<file path="src/core/pwr_pkg.sv">
// package: register map, field positions and carriers for the pwm register bank
package pwr_pkg;
  localparam int          PWR_NUM_INST    = 2;
  localparam int          PWR_AW          = 8;
  // per-instance register bank: base + instance stride
  localparam logic [7:0]  PWR_INST_BASE   = 8'h00;
  localparam logic [7:0]  PWR_INST_STRIDE = 8'h40;
  localparam logic [7:0]  PWR_OFS_OFL     = 8'h00;
  localparam logic [7:0]  PWR_OFS_OFH     = 8'h04;
  localparam logic [7:0]  PWR_OFS_TMRL    = 8'h08;
  localparam logic [7:0]  PWR_OFS_TMRH    = 8'h0C;
  localparam logic [7:0]  PWR_OFS_CTRL    = 8'h10;
  localparam logic [7:0]  PWR_OFS_LDCON   = 8'h14;
  // shared registers
  localparam logic [7:0]  PWR_ADR_ENMIR   = 8'h80;
  localparam logic [7:0]  PWR_ADR_LDMIR   = 8'h84;
  localparam logic [7:0]  PWR_ADR_OUTMIR  = 8'h88;
  localparam logic [7:0]  PWR_ADR_IRQST   = 8'h8C;
  localparam logic [7:0]  PWR_ADR_IRQMSK  = 8'h90;
  // field positions
  localparam int          PWR_CTRL_EN_BIT  = 7;
  localparam int          PWR_CTRL_OUT_BIT = 5;
  localparam int          PWR_LD_ARM_BIT   = 7;
  localparam int          PWR_MIR_LO_BIT   = 4;
  // reset values
  localparam logic [7:0]  PWR_TMR_RST     = 8'h00;
  localparam logic [7:0]  PWR_CTRL_RST    = 8'h00;
  localparam logic [7:0]  PWR_LD_RST      = 8'h00;
  localparam logic [31:0] PWR_ZERO32      = 32'h0000_0000;
  localparam logic [1:0]  PWR_RESP_OKAY   = 2'b00;
  localparam logic [1:0]  PWR_RESP_SLVERR = 2'b10;
  // interrupt status bits: [1:0] load done per inst, [3:2] timer written per inst
  localparam int          PWR_IRQ_W       = 4;

  typedef struct packed {
    logic [15:0] timer;
    logic        enable;
    logic        out_state;
    logic        load_armed;
  } pwr_unit_s;

  typedef struct packed {
    logic [15:0] timer;
    logic        out_state;
    logic        reload_done;
  } pwr_core_s;
endpackage

</file>
<file path="src/core/pwr_regs.sv">
// file: axi4-lite register bank of the two-instance 16-bit pwm
`timescale 1ns/100ps
module pwr_regs #(
  parameter int NUM_INST = pwr_pkg::PWR_NUM_INST
) (
  input  wire logic                           core_clk_i,
  input  wire logic                           arst_n_i,
  input  wire logic [7:0]                     s_axi_awaddr_i,
  input  wire logic                           s_axi_awvalid_i,
  output logic                                s_axi_awready_o,
  input  wire logic [31:0]                    s_axi_wdata_i,
  input  wire logic [3:0]                     s_axi_wstrb_i,
  input  wire logic                           s_axi_wvalid_i,
  output logic                                s_axi_wready_o,
  output logic [1:0]                          s_axi_bresp_o,
  output logic                                s_axi_bvalid_o,
  input  wire logic                           s_axi_bready_i,
  input  wire logic [7:0]                     s_axi_araddr_i,
  input  wire logic                           s_axi_arvalid_i,
  output logic                                s_axi_arready_o,
  output logic [31:0]                         s_axi_rdata_o,
  output logic [1:0]                          s_axi_rresp_o,
  output logic                                s_axi_rvalid_o,
  input  wire logic                           s_axi_rready_i,
  input  wire pwr_pkg::pwr_core_s [NUM_INST-1:0] core_i,
  output pwr_pkg::pwr_unit_s [NUM_INST-1:0]   unit_o,
  output logic [NUM_INST-1:0][15:0]           offset_count_o,
  output logic [NUM_INST-1:0]                 timer_load_o,
  output logic                                irq_o
);
  import pwr_pkg::*;

  ////////////////////////////////////////////////////////////////////////////
  // address decode helpers
  // byte address of one per-instance register
  function automatic logic [7:0] inst_addr(input int i, input logic [7:0] ofs);
    inst_addr = 8'(PWR_INST_BASE + 8'(i) * PWR_INST_STRIDE + ofs);
  endfunction

  function automatic logic inst_hit(input logic [7:0] a, input int i, input logic [7:0] ofs);
    inst_hit = (a == inst_addr(i, ofs));
  endfunction

  function automatic logic known_addr(input logic [7:0] a);
    logic k;
    k = (a == PWR_ADR_ENMIR) || (a == PWR_ADR_LDMIR) || (a == PWR_ADR_OUTMIR) ||
        (a == PWR_ADR_IRQST) || (a == PWR_ADR_IRQMSK);
    for (int i = 0; i < NUM_INST; i++) begin
      k = k || inst_hit(a, i, PWR_OFS_OFL) || inst_hit(a, i, PWR_OFS_OFH) ||
          inst_hit(a, i, PWR_OFS_TMRL) || inst_hit(a, i, PWR_OFS_TMRH) ||
          inst_hit(a, i, PWR_OFS_CTRL) || inst_hit(a, i, PWR_OFS_LDCON);
    end
    known_addr = k;
  endfunction

  ////////////////////////////////////////////////////////////////////////////
  // axi4-lite write channel
  logic [7:0]  awaddr_q;
  logic        aw_have_q;
  logic [31:0] wdata_q;
  logic [3:0]  wstrb_q;
  logic        w_have_q;
  logic        bvalid_q;
  logic [1:0]  bresp_q;
  logic        wr_fire;

  assign s_axi_awready_o = !aw_have_q && !bvalid_q;
  assign s_axi_wready_o  = !w_have_q && !bvalid_q;
  assign wr_fire         = aw_have_q && w_have_q && !bvalid_q;
  assign s_axi_bvalid_o  = bvalid_q;
  assign s_axi_bresp_o   = bresp_q;

  always_ff @(posedge core_clk_i or negedge arst_n_i) begin
    if (!arst_n_i) begin
      awaddr_q  <= 8'h00;
      aw_have_q <= 1'b0;
    end else if (s_axi_awvalid_i && s_axi_awready_o) begin
      awaddr_q  <= s_axi_awaddr_i;
      aw_have_q <= 1'b1;
    end else if (wr_fire) begin
      aw_have_q <= 1'b0;
    end
  end

  always_ff @(posedge core_clk_i or negedge arst_n_i) begin
    if (!arst_n_i) begin
      wdata_q  <= PWR_ZERO32;
      wstrb_q  <= 4'h0;
      w_have_q <= 1'b0;
    end else if (s_axi_wvalid_i && s_axi_wready_o) begin
      wdata_q  <= s_axi_wdata_i;
      wstrb_q  <= s_axi_wstrb_i;
      w_have_q <= 1'b1;
    end else if (wr_fire) begin
      w_have_q <= 1'b0;
    end
  end

  always_ff @(posedge core_clk_i or negedge arst_n_i) begin
    if (!arst_n_i) begin
      bvalid_q <= 1'b0;
      bresp_q  <= PWR_RESP_OKAY;
    end else if (wr_fire) begin
      bvalid_q <= 1'b1;
      bresp_q  <= known_addr(awaddr_q) ? PWR_RESP_OKAY : PWR_RESP_SLVERR;
    end else if (s_axi_bready_i) begin
      bvalid_q <= 1'b0;
    end
  end

  // only byte lane 0 carries data; registers are 8 bits wide
  logic       wr_byte;
  logic [7:0] wbyte;
  assign wr_byte = wr_fire && wstrb_q[0];
  assign wbyte   = wdata_q[7:0];

  function automatic logic wr_at(input logic [7:0] a);
    wr_at = wr_byte && (awaddr_q == a);
  endfunction

  ////////////////////////////////////////////////////////////////////////////
  // per-instance storage
  logic [NUM_INST-1:0][7:0] ofl_q;
  logic [NUM_INST-1:0][7:0] ofh_q;
  logic [NUM_INST-1:0][7:0] tmrh_q;
  logic [NUM_INST-1:0][7:0] tmrl_q;
  logic [NUM_INST-1:0][7:0] ctrl_q;
  logic [NUM_INST-1:0][7:0] ldcon_q;
  logic [NUM_INST-1:0]      timer_load_q;

  ////////////////////////////////////////////////////////////////////////////
  // write strobes, decoded once per register
  logic [NUM_INST-1:0]      wr_ofl;
  logic [NUM_INST-1:0]      wr_ofh;
  logic [NUM_INST-1:0]      wr_tmrl;
  logic [NUM_INST-1:0]      wr_tmrh;
  logic [NUM_INST-1:0]      wr_ctrl;
  logic [NUM_INST-1:0]      wr_ldcon;
  logic                     wr_enmir;
  logic                     wr_ldmir;
  logic                     wr_irqst;
  logic                     wr_irqmsk;

  always_comb begin
    for (int i = 0; i < NUM_INST; i++) begin
      wr_ofl[i]   = wr_at(inst_addr(i, PWR_OFS_OFL));
      wr_ofh[i]   = wr_at(inst_addr(i, PWR_OFS_OFH));
      wr_tmrl[i]  = wr_at(inst_addr(i, PWR_OFS_TMRL));
      wr_tmrh[i]  = wr_at(inst_addr(i, PWR_OFS_TMRH));
      wr_ctrl[i]  = wr_at(inst_addr(i, PWR_OFS_CTRL));
      wr_ldcon[i] = wr_at(inst_addr(i, PWR_OFS_LDCON));
    end
  end

  assign wr_enmir  = wr_at(PWR_ADR_ENMIR);
  assign wr_ldmir  = wr_at(PWR_ADR_LDMIR);
  assign wr_irqst  = wr_at(PWR_ADR_IRQST);
  assign wr_irqmsk = wr_at(PWR_ADR_IRQMSK);

  ////////////////////////////////////////////////////////////////////////////
  // offset count has no reset: contents survive any reset
  always_ff @(posedge core_clk_i) begin
    for (int i = 0; i < NUM_INST; i++) begin
      if (wr_ofl[i]) begin
        ofl_q[i] <= wbyte;
      end
    end
  end

  always_ff @(posedge core_clk_i) begin
    for (int i = 0; i < NUM_INST; i++) begin
      if (wr_ofh[i]) begin
        ofh_q[i] <= wbyte;
      end
    end
  end

  ////////////////////////////////////////////////////////////////////////////
  // one-cycle load request toward the core after either timer byte is written
  always_ff @(posedge core_clk_i or negedge arst_n_i) begin
    if (!arst_n_i) begin
      timer_load_q <= '0;
    end else begin
      timer_load_q <= wr_tmrh | wr_tmrl;
    end
  end

  // written byte stands through the load cycle, then the live count shows again
  // limitation: a later read shows the core count, not the byte written
  always_ff @(posedge core_clk_i or negedge arst_n_i) begin
    if (!arst_n_i) begin
      tmrh_q <= {NUM_INST{PWR_TMR_RST}};
    end else begin
      for (int i = 0; i < NUM_INST; i++) begin
        if (wr_tmrh[i]) begin
          tmrh_q[i] <= wbyte;
        end else if (!timer_load_q[i]) begin
          tmrh_q[i] <= core_i[i].timer[15:8];
        end
      end
    end
  end

  always_ff @(posedge core_clk_i or negedge arst_n_i) begin
    if (!arst_n_i) begin
      tmrl_q <= {NUM_INST{PWR_TMR_RST}};
    end else begin
      for (int i = 0; i < NUM_INST; i++) begin
        if (wr_tmrl[i]) begin
          tmrl_q[i] <= wbyte;
        end else if (!timer_load_q[i]) begin
          tmrl_q[i] <= core_i[i].timer[7:0];
        end
      end
    end
  end

  ////////////////////////////////////////////////////////////////////////////
  // control: enable written directly or via the enable mirror
  always_ff @(posedge core_clk_i or negedge arst_n_i) begin
    if (!arst_n_i) begin
      ctrl_q <= '{default: PWR_CTRL_RST};
    end else begin
      for (int i = 0; i < NUM_INST; i++) begin
        if (wr_ctrl[i]) begin
          ctrl_q[i] <= wbyte;
        end else if (wr_enmir) begin
          ctrl_q[i][PWR_CTRL_EN_BIT] <= wbyte[PWR_MIR_LO_BIT + i];
        end
        // output state is driven by the waveform core, read-only here
        ctrl_q[i][PWR_CTRL_OUT_BIT] <= core_i[i].out_state;
      end
    end
  end

  // load armed: reload completion wins over a software set in the same cycle
  always_ff @(posedge core_clk_i or negedge arst_n_i) begin
    if (!arst_n_i) begin
      ldcon_q <= '{default: PWR_LD_RST};
    end else begin
      for (int i = 0; i < NUM_INST; i++) begin
        if (wr_ldcon[i]) begin
          ldcon_q[i] <= wbyte;
        end else if (wr_ldmir) begin
          ldcon_q[i][PWR_LD_ARM_BIT] <= wbyte[PWR_MIR_LO_BIT + i];
        end
        if (core_i[i].reload_done) begin
          ldcon_q[i][PWR_LD_ARM_BIT] <= 1'b0;
        end
      end
    end
  end

  ////////////////////////////////////////////////////////////////////////////
  // mirrors, built from the per-instance bits so they always agree
  logic [7:0] en_mir;
  logic [7:0] ld_mir;
  logic [7:0] out_mir;

  always_comb begin
    en_mir  = 8'h00;
    ld_mir  = 8'h00;
    out_mir = 8'h00;
    for (int i = 0; i < NUM_INST; i++) begin
      en_mir[PWR_MIR_LO_BIT + i]  = ctrl_q[i][PWR_CTRL_EN_BIT];
      ld_mir[PWR_MIR_LO_BIT + i]  = ldcon_q[i][PWR_LD_ARM_BIT];
      out_mir[PWR_MIR_LO_BIT + i] = ctrl_q[i][PWR_CTRL_OUT_BIT];
    end
  end

  ////////////////////////////////////////////////////////////////////////////
  // interrupts: reload done and timer write per instance
  logic [PWR_IRQ_W-1:0] irq_st_q;
  logic [PWR_IRQ_W-1:0] irq_msk_q;
  logic [PWR_IRQ_W-1:0] irq_ev;

  always_comb begin
    irq_ev = '0;
    for (int i = 0; i < NUM_INST; i++) begin
      irq_ev[i]     = core_i[i].reload_done;
      irq_ev[2 + i] = timer_load_q[i];
    end
  end

  // set wins over write-one-to-clear
  always_ff @(posedge core_clk_i or negedge arst_n_i) begin
    if (!arst_n_i) begin
      irq_st_q <= '0;
    end else begin
      irq_st_q <= (irq_st_q & ~(wr_irqst ? wbyte[PWR_IRQ_W-1:0] : '0)) | irq_ev;
    end
  end

  always_ff @(posedge core_clk_i or negedge arst_n_i) begin
    if (!arst_n_i) begin
      irq_msk_q <= '0;
    end else if (wr_irqmsk) begin
      irq_msk_q <= wbyte[PWR_IRQ_W-1:0];
    end
  end

  assign irq_o = |(irq_st_q & irq_msk_q);

  ////////////////////////////////////////////////////////////////////////////
  // read channel
  logic        rvalid_q;
  logic [31:0] rdata_q;
  logic [1:0]  rresp_q;
  logic [7:0]  rd_byte;

  assign s_axi_arready_o = !rvalid_q;
  assign s_axi_rvalid_o  = rvalid_q;
  assign s_axi_rdata_o   = rdata_q;
  assign s_axi_rresp_o   = rresp_q;

  always_comb begin
    rd_byte = 8'h00;
    case (s_axi_araddr_i)
      PWR_ADR_ENMIR:  rd_byte = en_mir;
      PWR_ADR_LDMIR:  rd_byte = ld_mir;
      PWR_ADR_OUTMIR: rd_byte = out_mir;
      PWR_ADR_IRQST:  rd_byte = 8'(irq_st_q);
      PWR_ADR_IRQMSK: rd_byte = 8'(irq_msk_q);
      default: begin
        for (int i = 0; i < NUM_INST; i++) begin
          if (inst_hit(s_axi_araddr_i, i, PWR_OFS_OFL))   rd_byte = ofl_q[i];
          if (inst_hit(s_axi_araddr_i, i, PWR_OFS_OFH))   rd_byte = ofh_q[i];
          if (inst_hit(s_axi_araddr_i, i, PWR_OFS_TMRL))  rd_byte = tmrl_q[i];
          if (inst_hit(s_axi_araddr_i, i, PWR_OFS_TMRH))  rd_byte = tmrh_q[i];
          if (inst_hit(s_axi_araddr_i, i, PWR_OFS_CTRL))  rd_byte = ctrl_q[i];
          if (inst_hit(s_axi_araddr_i, i, PWR_OFS_LDCON)) rd_byte = ldcon_q[i];
        end
      end
    endcase
  end

  always_ff @(posedge core_clk_i or negedge arst_n_i) begin
    if (!arst_n_i) begin
      rvalid_q <= 1'b0;
      rdata_q  <= PWR_ZERO32;
      rresp_q  <= PWR_RESP_OKAY;
    end else if (s_axi_arvalid_i && s_axi_arready_o) begin
      rvalid_q <= 1'b1;
      rdata_q  <= {24'h000000, rd_byte};
      rresp_q  <= known_addr(s_axi_araddr_i) ? PWR_RESP_OKAY : PWR_RESP_SLVERR;
    end else if (s_axi_rready_i) begin
      rvalid_q <= 1'b0;
    end
  end

  ////////////////////////////////////////////////////////////////////////////
  // outputs toward the waveform core
  always_comb begin
    for (int i = 0; i < NUM_INST; i++) begin
      unit_o[i].timer      = {tmrh_q[i], tmrl_q[i]};
      unit_o[i].enable     = ctrl_q[i][PWR_CTRL_EN_BIT];
      unit_o[i].out_state  = ctrl_q[i][PWR_CTRL_OUT_BIT];
      unit_o[i].load_armed = ldcon_q[i][PWR_LD_ARM_BIT];
      offset_count_o[i]    = {ofh_q[i], ofl_q[i]};
    end
  end

  assign timer_load_o = timer_load_q;
endmodule // pwr_regs

</file>
<file path="config.mk">
export PLATFORM = sky130hd
export DESIGN_NAME = pwr_regs
export DESIGN_NICKNAME = d
export VERILOG_FILES = /design/src/core/pwr_pkg.sv /design/src/core/pwr_regs.sv
export SDC_FILE = /design/constraint.sdc
export NUM_CORES = 1
export LEC_CHECK = 0
export ABC_AREA = 0
export BUFFER_PORTS_ARGS = -buffer_cell sky130_fd_sc_hd__buf_2
export CAP_MARGIN = 20
export CELL_PAD_IN_SITES_DETAIL_PLACEMENT = 0
export CELL_PAD_IN_SITES_GLOBAL_PLACEMENT = 1
export CORE_ASPECT_RATIO = 0.8
export CORE_MARGIN = 5
export CORE_UTILIZATION = 36
export DETAILED_ROUTE_END_ITERATION = 6
export PLACE_DENSITY_LB_ADDON = 0.1
export SYNTH_ARGS = -nofsm -noshare
export SYNTH_HDL_FRONTEND = slang
export SYNTH_SLANG_ARGS = --single-unit
</file>
<file path="constraint.sdc">
create_clock -name core_clk_i -period 2.3 [get_ports core_clk_i]
set_clock_uncertainty 0.2 [all_clocks]
set_input_delay 0.46 -clock core_clk_i [delete_from_list [all_inputs] [get_ports core_clk_i]]
set_output_delay 0.46 -clock core_clk_i [all_outputs]
set_load 0.02 [all_outputs]
</file>
==> results.json <==
{
  "status": "complete, no violations",
  "finish.net_count": 894,
  "r2r_cells": 4,
  "wl_mm": 21.7,
  "grt_start_max_net_pins": 53,
  "drt_pass1_iterations": 4,
  "whs_ns": 0.0259,
  "via_per_inst": 5.11,
  "yosysUniqueCellTypes": 59,
  "drtIter0Drc": 381,
  "core_um2": 18800,
  "relSlewSlack": 0.502,
  "synth-seq-cells": 137,
  "max_freq_mhz": 475,
  "die_h_um": 133,
  "synth_area_leaders": "dfrtp_1 (38%), edfxtp_1 (14%), mux2_2 (8.7%)",
  "slew_viol_final": 0,
  "syn_to_final_growth_pct": 27.1,
  "synth_top_area_share": 0.384,
  "cts_tree": "yes",
  "antenna_found_initial": 1,
  "max-vdd-ir-drop_v": 0.000450,
  "clock_path_buffers": 2,
  "rsz0062_at_grt": "false",
  "portBuffers": 155,
  "gp_congestion": 0.860,
  "synth_edf_count": 32,
  "vias": 5471,
  "holdCritPathClass": "input pin to flip-flop",
  "yosysSeqAreaShare": 0.525,
  "worstSkewPairLatency_ns": 0.41,
  "powerDensity_nw_per_um2": 864,
  "fp.dieW_um": 164,
  "track_usage": 0.204,
  "dpl_cell_area_um2": 8080,
  "yosysTopAreaCell": "dfrtp_1",
  "avgRoutedWirePerCell_um": 20.3,
  "path_max_fanout": 9,
  "postRouteAntennaNets": 0,
  "holdPathStages": 2,
  "avgSynthCellArea_um2": 11.2,
  "dieArea_um2": 21900,
  "grt_pass1_vias": 5641,
  "end_kind": "flip-flop",
  "arrival_ns": 2.20,
  "layout-drive-gt1-share": 0.398,
  "grt-ovfl-total": 0,
  "start_util": 0.363,
  "cts-root-buf": "clkbuf_16",
  "cts_buffers": 17,
  "required_ns": 2.40,
  "hpwl_mm": 16.7,
  "io_pins": 209,
  "drc_errors": 0,
  "setup_viol": 0,
  "finalHoldViolations": 0,
  "synth.most_common_cell": "dfrtp_1",
  "synthFlopType": "dfrtp_1",
  "ys_warn_count": 0,
  "critical_path_class": "flip-flop to flip-flop",
  "stdcell_count": 1071,
  "worst_pin_slew_ns": 0.747,
  "synth.cells.most_frequent": "dfrtp_1 (105), nand2_1 (63), mux2_2 (53)",
  "layout_min_cycle_time_ns": 2.11,
  "startpoint_type": "flip-flop",
  "final_area_um2": 8690,
  "post_cts_buffers": 0,
  "ys_async_sr_fraction": 0.766,
  "htree_num_levels": 4,
  "netlist_area_um2": 6840,
  "grt_pass1_wl_mm": 33.6,
  "maxCapViolCount": 0,
  "synth_cells": 609,
  "clk_pin_slew_ns": 0.06,
  "leakage_uw": 0.00379,
  "placed_cells": 1035,
  "fin_crit_sh": 0.916,
  "clkSinkCount": 137,
  "num_rows": 45
}
==> critical path, stage by stage (launching register included) <==
cell and delay [ns]:
dfrtp_1 0.41, and3b_1 0.34, nand4_1 0.23, or2_2 0.50
mux2_2 0.32
==> layout by cell type, fill, tap and decap left out, drive strengths merged, types with 6 or more instances in the layout <==
master,count
a21oi,15
a22oi,8
buf,214
clkbuf,19
clkinv,7
conb,26
dfrtp,105
edfxtp,32
inv,8
mux2,53
mux2i,44
nand2,63
nand3,11
nor2,33
nor2b,8
nor3,13
o21ai,50
o221ai,6
o22ai,19
==> registers in the layout (all words and copies together) (netlist names), 4 cells and up <==
signal          count
awaddr_q            8
ctrl_q             12
irq_msk_q           4
irq_st_q            4
ldcon_q            14
offset_count_o     32
s_axi_rdata_o       8
unit_o             38
wdata_q             8
==> per-stage QoR <==
| stage | util | setup slack [ns] | setup TNS (ns) | total power, uW |
|---|---|---|---|---|
| after detailed placement | 0.430 | -0.170 | -1.03 | 4940 |
| after floorplan | - | -0.153 | -2.44 | 4290 |
| after global routing | 0.462 | 0.0946 | 0 | 7920 |
| after global placement | 0.430 | -0.148 | -0.945 | 4910 |
| final | 0.462 | 0.193 | 0 | 7510 |
| after CTS | 0.462 | 0.145 | 0 | 7600 |
==> area by class of cell <==
type	instances	area, um^2
tap	258	323
inverter	4	15.0
fill	1823	10100
clock buffer	19	454
clock inverter	13	116
antenna	1	2.50
timing repair buffer	217	1300
multi-input combinational	422	2890
sequential	137	3590
==> routing by layer <==
metal | GRT usage | wire length, um | vias up
met5 | 0 | 0 | -
met4 | 0.0531 | 335 | 0
met3 | 0.0532 | 1410 | 16
met2 | 0.300 | 9670 | 178
met1 | 0.300 | 10300 | 2720
li1 | - | - | 2557
==> worst paths after layout <==
path | from | endpoint | slack, ns
min in group asynchronous | arst_n_i | unit_o[15] | 0.31
worst max-delay path | s_axi_bvalid_o | ldcon_q[9] | 0.19
worst min-delay path | s_axi_bready_i | s_axi_bvalid_o | 0.03
max in group asynchronous | arst_n_i | ctrl_q[9] | 0.95
worst max register to register | s_axi_bvalid_o | ldcon_q[9] | 0.19
worst min register to register | s_axi_rresp_o[1] | s_axi_rresp_o[1] | 0.27
==> where the power goes <==
part	total (uW)	switching (uW)	leakage (uW)	internal (uW)
Combinational	1340	734	0.00190	604
Sequential	3550	631	0.00161	2910
Clock	2630	1070	0.000283	1560
Total	7510	2430	0.00379	5080
==> kinds of logic (layout without fill, tap and decap cells) <==
kind of cell / count (synthesis) / after routing / synth area share
AO/OA/AOI/OAI: 131 / 131 / 0.122
flip-flops: 137 / 137 / 0.525
buffers and inverters: 75 / 253 / 0.0675
other: 1 / 27 / 0.000549
multiplexers: 102 / 102 / 0.168
AND/OR/NAND/NOR: 163 / 163 / 0.116
==> repair_timing <==
action                     in CTS  in global routing
hold endpoints to repair       23                  0
hold buffers                    3                  0
resized for setup               0                  1
setup endpoints to repair       0                  2
(Power assumes the default switching activity.)
